--- config.mk ---
export PLATFORM = sky130hd
export DESIGN_NAME = period_frequency_counter
export DESIGN_NICKNAME = d
export VERILOG_FILES = /design/src/edge_pulse.v /design/src/period_frequency_counter.v
export VERILOG_INCLUDE_DIRS = /design/src
export SDC_FILE = /design/constraint.sdc
export NUM_CORES = 1
export LEC_CHECK = 0
export BUFFER_PORTS_ARGS = -buffer_cell sky130_fd_sc_hd__buf_2
export CAP_MARGIN = 0
export CORE_MARGIN = 2
export CORE_UTILIZATION = 39
export CTS_CLUSTER_SIZE = 10
export DETAILED_ROUTE_END_ITERATION = 8
export MAX_ROUTING_LAYER = met4
export PLACE_DENSITY = 0.65
export SLEW_MARGIN = 20
export SYNTH_ARGS = -nofsm -noshare
export SYNTH_HDL_FRONTEND = slang
export SYNTH_SLANG_ARGS = --single-unit
export TNS_END_PERCENT = 50
--- constraint.sdc ---
create_clock -name clk -period 5.6 [get_ports clk]
set_clock_uncertainty 0.2 [all_clocks]
set_input_delay 0 -clock clk [delete_from_list [all_inputs] [get_ports clk]]
set_output_delay 0 -clock clk [all_outputs]
set_load 0.01 [all_outputs]
--- src/period_frequency_counter_consts.vh ---
// Constants shared by the counter pair: modes, states, widths
`ifndef PERIOD_FREQUENCY_COUNTER_CONSTS_VH
`define PERIOD_FREQUENCY_COUNTER_CONSTS_VH

// ------------------------------------------------------------
// Measurement modes (mode input)
// ------------------------------------------------------------
`define MODE_WIDTH 2
`define MODE_PERIOD 2'h0
`define MODE_HIGH_FREQ 2'h1
`define MODE_LARGE_RANGE 2'h2
`define MODE_SAMPLE_CLOCKED 2'h3

// ------------------------------------------------------------
// Sequencer states
// ------------------------------------------------------------
`define STATE_WIDTH 2
`define ST_IDLE 2'h0
`define ST_WAIT_START 2'h1
`define ST_MEASURE 2'h2
`define ST_DONE 2'h3

// ------------------------------------------------------------
// Default counter width and reset values
// ------------------------------------------------------------
`define COUNT_WIDTH_DEFAULT 32
`define RESET_FLAG 1'h0

`endif

--- src/edge_pulse.v ---
// Rising and falling edge detector for one synchronous input
`timescale 1ns/10ps
module edge_pulse (
  // Clock and reset
  input wire clk,
  input wire rst,
  // Sampled level
  input wire level,
  // One-cycle edge pulses
  output wire rise,
  output wire fall
);

  reg prev;

  // Previous level, cleared at reset so a high level reads as a rise
  always @(posedge clk or posedge rst) begin
    if (rst) begin
      prev <= 1'h0;
    end else begin
      prev <= level;
    end
  end

  assign rise = level & ~prev;
  assign fall = ~level & prev;

endmodule // edge_pulse

--- src/period_frequency_counter.v ---
// Counter pair for period and frequency measurement
`timescale 1ns/10ps
`include "period_frequency_counter_consts.vh"

// How it works
// RQ1: Nothing is measured until arm pulses; then one-shot modes take exactly one measurement and sample-clocked mode keeps sampling.
// RQ2: gate_edge_falling picks falling-to-falling gate periods, else rising-to-rising.
// RQ3: Between the two active gate edges the primary counter counts the chosen source edges.
// RQ4: The result is the raw source edge count, so source period times count is the gate period.
// RQ5: The user keeps the input at least twice the sample clock rate so a full period fits.
// RQ6: In sample-clocked mode the interval is one sample clock period whatever the input does.
// RQ7: In large-range mode the interval is N input periods, so it moves with input frequency.
// RQ8: In high-frequency mode the measurement ends after a fixed gating interval of timebase ticks.
// RQ9: High-frequency gating comes from the second counter unless an external gate is chosen.
// RQ10: Large-range mode uses both counters: one divides the input, one times the pulse.
// RQ11: The two counters here form one fixed pair, primary with its partner only.
// RQ12: Averaging sample mode counts input edges and timebase ticks over each sample period.
// RQ13: Without averaging each sample reports only the input period completed just before it.
// RQ14: A finished one-shot result holds with done high until read_ack or a new arm; sample-clocked results are replaced at each sample edge.
module period_frequency_counter #(
  parameter W = `COUNT_WIDTH_DEFAULT
) (
  // Clock and reset
  input wire clk,
  input wire rst,
  // Host control
  input wire arm,
  input wire read_ack,
  input wire [`MODE_WIDTH-1:0] mode,
  input wire gate_edge_falling,
  input wire source_edge_falling,
  input wire frequency_averaging_select,
  input wire use_external_gate,
  input wire [W-1:0] divide_count,
  input wire [W-1:0] gate_interval_count,
  // Measured signals
  input wire source_in,
  input wire gate_in,
  input wire timebase_in,
  input wire sample_clk_in,
  // Results and status
  output reg [W-1:0] result_input,
  output reg [W-1:0] result_timebase,
  output reg done,
  output reg busy,
  output reg overflow
);

  // ------------------------------------------------------------
  // Edge detection
  // ------------------------------------------------------------
  wire src_rise;
  wire src_fall;
  wire gate_rise;
  wire gate_fall;
  wire tb_rise;
  wire samp_rise;

  edge_pulse u_src (.clk(clk), .rst(rst), .level(source_in), .rise(src_rise), .fall(src_fall));
  edge_pulse u_gate (.clk(clk), .rst(rst), .level(gate_in), .rise(gate_rise), .fall(gate_fall));
  edge_pulse u_tb (.clk(clk), .rst(rst), .level(timebase_in), .rise(tb_rise), .fall());
  edge_pulse u_samp (.clk(clk), .rst(rst), .level(sample_clk_in), .rise(samp_rise), .fall());

  // ------------------------------------------------------------
  // Configuration held from arm
  // ------------------------------------------------------------
  reg [`STATE_WIDTH-1:0] state;
  reg [`MODE_WIDTH-1:0] cur_mode;
  reg gate_fall_sel;
  reg src_fall_sel;
  reg averaging;
  reg ext_gate;
  reg [W-1:0] cnt_a;
  reg [W-1:0] cnt_b;
  reg [W-1:0] last_period;
  reg have_edge;
  reg period_seen;

  // Active edge selection follows the settings captured at arm
  wire src_p = src_fall_sel ? src_fall : src_rise; // RQ3
  wire gate_act = gate_fall_sel ? gate_fall : gate_rise; // RQ2
  wire gate_inact = gate_fall_sel ? gate_rise : gate_fall;
  wire [W-1:0] one = {{(W-1){1'h0}}, 1'h1};
  wire [W-1:0] cnt_a_inc = cnt_a + {{(W-1){1'h0}}, src_p};
  wire [W-1:0] cnt_b_inc = cnt_b + {{(W-1){1'h0}}, tb_rise};
  // Saturation is flagged rather than wrapping so a bad count is never silent
  wire ovf_a = src_p & (&cnt_a);
  wire ovf_b = tb_rise & (&cnt_b);

  // ------------------------------------------------------------
  // Sequencer and counters
  // ------------------------------------------------------------
  always @(posedge clk or posedge rst) begin
    if (rst) begin
      state <= `ST_IDLE;
      cur_mode <= `MODE_PERIOD;
      gate_fall_sel <= `RESET_FLAG;
      src_fall_sel <= `RESET_FLAG;
      averaging <= `RESET_FLAG;
      ext_gate <= `RESET_FLAG;
      cnt_a <= {W{1'h0}};
      cnt_b <= {W{1'h0}};
      last_period <= {W{1'h0}};
      have_edge <= `RESET_FLAG;
      period_seen <= `RESET_FLAG;
      result_input <= {W{1'h0}};
      result_timebase <= {W{1'h0}};
      done <= `RESET_FLAG;
      busy <= `RESET_FLAG;
      overflow <= `RESET_FLAG;
    end else if (arm) begin
      // Re-arm drops any held result and takes a fresh configuration
      state <= `ST_WAIT_START; // RQ1 RQ14
      cur_mode <= mode;
      gate_fall_sel <= gate_edge_falling;
      src_fall_sel <= source_edge_falling;
      averaging <= frequency_averaging_select;
      ext_gate <= use_external_gate;
      cnt_a <= {W{1'h0}};
      cnt_b <= {W{1'h0}};
      have_edge <= 1'h0;
      period_seen <= 1'h0;
      done <= 1'h0;
      busy <= 1'h1;
      overflow <= 1'h0;
    end else begin
      case (state)
        `ST_IDLE: begin
          busy <= 1'h0;
        end
        `ST_WAIT_START: begin
          case (cur_mode)
            `MODE_PERIOD: begin
              if (gate_act) begin
                state <= `ST_MEASURE; // RQ1
              end
            end
            `MODE_HIGH_FREQ: begin
              // External gate of known width replaces the partner counter
              if (!ext_gate || gate_act) begin
                state <= `ST_MEASURE; // RQ9
              end
            end
            `MODE_LARGE_RANGE: begin
              // First input edge opens the divided-down pulse
              if (src_p) begin
                state <= `ST_MEASURE; // RQ10
              end
            end
            default: begin
              // Sample mode aligns to the first sample clock edge
              if (samp_rise) begin
                state <= `ST_MEASURE; // RQ6
              end
            end
          endcase
        end
        `ST_MEASURE: begin
          if (ovf_a || ovf_b) begin
            overflow <= 1'h1;
          end
          case (cur_mode)
            `MODE_PERIOD: begin
              if (gate_act) begin
                // Closing edge ends the one period; source edge in this cycle is not counted
                result_input <= cnt_a; // RQ3 RQ4
                done <= 1'h1; // RQ14
                busy <= 1'h0;
                state <= `ST_DONE; // RQ1
              end else begin
                cnt_a <= ovf_a ? cnt_a : cnt_a_inc; // RQ3
              end
            end
            `MODE_HIGH_FREQ: begin
              if (ext_gate ? gate_inact : (cnt_b == gate_interval_count)) begin
                result_input <= cnt_a; // RQ8
                result_timebase <= cnt_b;
                done <= 1'h1; // RQ14
                busy <= 1'h0;
                state <= `ST_DONE;
              end else begin
                cnt_a <= ovf_a ? cnt_a : cnt_a_inc;
                // Partner counter times the fixed gating interval
                cnt_b <= ovf_b ? cnt_b : cnt_b_inc; // RQ9 RQ11
              end
            end
            `MODE_LARGE_RANGE: begin
              if (src_p && (cnt_a_inc == divide_count)) begin
                // Pulse of N input periods closes: interval follows input frequency
                result_input <= cnt_a_inc; // RQ7
                result_timebase <= cnt_b; // RQ10
                done <= 1'h1; // RQ14
                busy <= 1'h0;
                state <= `ST_DONE;
              end else begin
                cnt_a <= ovf_a ? cnt_a : cnt_a_inc; // RQ10
                cnt_b <= ovf_b ? cnt_b : cnt_b_inc; // RQ10 RQ11
              end
            end
            default: begin
              if (samp_rise) begin
                if (averaging) begin
                  result_input <= cnt_a; // RQ12
                  result_timebase <= cnt_b; // RQ12
                  cnt_a <= {{(W-1){1'h0}}, src_p};
                  cnt_b <= {{(W-1){1'h0}}, tb_rise};
                end else begin
                  // Only the last whole period before this edge is reported
                  result_input <= one; // RQ13
                  result_timebase <= last_period; // RQ13
                  if (!period_seen) begin
                    overflow <= 1'h1; // RQ5
                  end
                  period_seen <= 1'h0;
                end
                done <= 1'h1; // RQ6 RQ14
              end else if (read_ack) begin
                done <= 1'h0;
              end
              if (!averaging) begin
                if (src_p) begin
                  if (have_edge) begin
                    last_period <= cnt_b; // RQ13
                    period_seen <= 1'h1;
                  end
                  have_edge <= 1'h1;
                  cnt_b <= {W{1'h0}};
                end else begin
                  cnt_b <= ovf_b ? cnt_b : cnt_b_inc;
                end
              end else if (!samp_rise) begin
                cnt_a <= ovf_a ? cnt_a : cnt_a_inc; // RQ12
                cnt_b <= ovf_b ? cnt_b : cnt_b_inc; // RQ12 RQ11
              end
            end
          endcase
        end
        `ST_DONE: begin
          // Result stands until the host takes it
          if (read_ack) begin
            done <= 1'h0; // RQ14
            state <= `ST_IDLE;
          end
        end
        default: begin
          state <= `ST_IDLE;
        end
      endcase
    end
  end

endmodule // period_frequency_counter

==> impl_metrics.json <==
{
  "critPathKind": "register to register",
  "timing.setup.tns_ns": 0,
  "drive_gt1_share_pct": 25.4,
  "max-slew-margin-rel_pct": 18.8,
  "grt_overflow": 0,
  "cts-resized-gates": 0,
  "worst_pin_slew_ns": 1.22,
  "io_pins": 145,
  "ys_ff_latch": 177,
  "synthMuxAreaShare_pct": 14.0,
  "synth_compound_area_share_pct": 15.9,
  "met3_length_mm": 2.02,
  "synth_edf_count": 0,
  "antenna_left": 0,
  "rsz0062_at_grt": "false",
  "grt_use_total_pct": 24.0,
  "antenna_found_initial": 0,
  "synth-seq-area-share_pct": 39.2,
  "final_cell_mix": "dfrtp_1 (177), buf_2 (144), o21ai_0 (96), nor2_1 (88), mux2_2 (86)",
  "floorplan.initialDensity_pct": 39.4,
  "grt_max_degree": 82,
  "gp_congestion": 0.954,
  "period_share_pct": 88.2,
  "first_iter_violations": 939,
  "hold_buffers": 22,
  "ir_drop_uv": 179,
  "synth_xor_area_share_pct": 6.20,
  "slowest_stage": "nor3b_1",
  "p_leak_nw": 5.81,
  "cap_violations": 0,
  "critPathLaunchType": "register",
  "dr_wl_met2_mm": 16.5,
  "synth_top_family_by_area": "simple AND/OR/NAND/NOR gates",
  "clock_sinks": 177,
  "path_clk_slew_ns": 0.08,
  "critPathMaxStageDelay_ns": 0.78,
  "crit_fanout": 32,
  "required_ns": 5.74,
  "setup_viol_count_final": 0,
  "status": "finished clean",
  "h-tree-depth": 4,
  "die_h_microns": 174,
  "final_nets": 1407,
  "vias_per_cell": 5.73,
  "synth_adder_area_share_pct": 1.22,
  "clock_latency_ns": 0.45,
  "finalMaxSlewViolations": 0,
  "first_pass_iters": 7,
  "ys_types": 68,
  "p_total_w": 0.00305,
  "dr_total_vias": 9820,
  "critPathArrivalTime_ns": 5.08,
  "async_reset_ff_share_pct": 100,
  "fp.dieW_microns": 174,
  "fp.dieArea_sq_um": 30300,
  "synthSimpleGateAreaFrac_pct": 17.8,
  "clockBufferDepth": 2,
  "wire_per_inst_microns": 20.5,
  "end_kind": "register",
  "final-hold-violation-count": 0,
  "min_period_ns": 4.94,
  "cts_tree": "built",
  "syn2layout_area_growth_pct": 15.4,
  "insertedDiodeCount": 0,
  "dp_hpwl_mm": 24.6,
  "fill_cells": 2776,
  "finalWirelength_mm": 35.2,
  "synthFlopType": "dfrtp_1",
  "synth_nets": 1299,
  "root_buffer": "clkbuf_16",
  "drc": 0,
  "cts_made_buffers": 17,
  "numPortBuffers": 144,
  "synth.cell_area_sq_um": 11300,
  "synth_area_per_cell_sq_um": 9.33,
  "worstPathCellList": "nand2b_1 -> o21ai_1 -> buf_4 -> ha_1 -> nand2_1 -> nor3b_1 -> xnor2_1 -> nand4_1 -> a2111oi_2 -> a31o_2 -> nand2_2 -> a2111oi_4 -> buf_12 -> mux2_2",
  "mostFrequentLayoutCell": "dfrtp_1",
  "core_area_sq_um": 28600,
  "hp-class": "input pin to register",
  "synth_cells": 1210,
  "top_layer": "met4",
  "p_per_area_nw_per_um2": 234,
  "drt-met1-wl_mm": 15.9,
  "grt_pass1_wl_mm": 55.1,
  "first_global_vias": 9495,
  "clock.fmax_ghz": 0.202,
  "cts_setup_buffers": 0,
  "rows": 62,
  "yosys_warnings": 0
}
[routing by layer]
layer,track usage [%],up-vias
met2,37.8,357
li1,-,4600
met4,6.97,0
met1,32.2,4814
met5,-,-
met3,3.46,49
[sequential cells by signal, summed over array words and instances, names as in the netlist, 2 cells and up]
signal           flops
cnt_a               32
cnt_b               32
cur_mode             2
last_period         32
result_input        32
result_timebase     32
state                2
[critical path, delay by kind of cell (launching register included)]
kind            cells  cell delay, ns
fa+ha+maj           1            0.43
xor+xnor            1            0.21
simple gates        5            1.36
mux                 1            0.37
buf+inv             2            0.52
flops               1            0.40
compound gates      4            1.32
[kinds of logic after synthesis]
family / Yosys count
compound gates: 290
mux: 131
xor+xnor: 80
buf+inv: 128
flops: 177
simple gates: 393
fa+ha+maj: 11
[stage by stage]
step | utilization [%] | setup slack, ns | hold slack [ns] | instances | area (sq um)
after floorplan | - | 0.598 | -0.169 | 1210 | 11300
after detailed placement | 42.6 | 0.654 | -0.154 | 1661 | 12200
after CTS | 45.5 | 0.639 | 0.0156 | 1715 | 13000
final | 45.5 | 0.661 | 0.0325 | 1715 | 13000
after global routing | 45.5 | 0.322 | 0.0348 | 1715 | 13000
after global placement | 42.6 | 0.720 | -0.157 | 1661 | 12200
[where the power goes]
group / switching (W) / leakage (nW) / internal [W]
Combinational: 0.000332 / 3.08 / 0.000164
Sequential: 0.0000201 / 2.44 / 0.00130
Clock: 0.000632 / 0.295 / 0.000610
[area by class of cell]
type / count / area (sq um) / area share (%)
multi-input combinational: 905 / 6250 / 47.9
inverter: 22 / 87.6 / 0.672
tap: 384 / 480 / 3.69
clock inverter: 15 / 189 / 1.45
timing repair buffer: 195 / 1170 / 9.01
sequential: 177 / 4430 / 34.0
clock buffer: 17 / 425 / 3.26
[cell usage after synthesis, types with 22 or more instances]
| library cell | number | area (sq um) |
|---|---|---|
| a21oi_1 | 76 | 380 |
| clkbuf_1 | 58 | 218 |
| dfrtp_1 | 177 | 4430 |
| mux2_2 | 86 | 968 |
| mux2_4 | 30 | 450 |
| nand2_1 | 83 | 312 |
| nand3_1 | 49 | 245 |
| nand4_1 | 38 | 238 |
| nor2_1 | 90 | 338 |
| nor4_1 | 24 | 150 |
| o211ai_1 | 22 | 165 |
| o21ai_0 | 96 | 480 |
| o31ai_1 | 33 | 248 |
| xnor2_1 | 34 | 298 |
| xor2_1 | 46 | 403 |
[final timing paths]
kind | from | end | slack (ns) | depth (start not counted)
min in group asynchronous | rst | last_period[7] | 0.51 | 4
worst min-delay path | timebase_in | u_tb.prev | 0.03 | 2
max in group asynchronous | rst | cnt_a[23] | 3.54 | 5
worst max-delay path | src_fall_sel | result_timebase[30] | 0.66 | 14
worst min register to register | result_input[20] | result_input[20] | 0.29 | 1
worst max register to register | src_fall_sel | result_timebase[30] | 0.66 | 14
Power figures use the tool's default switching activity.
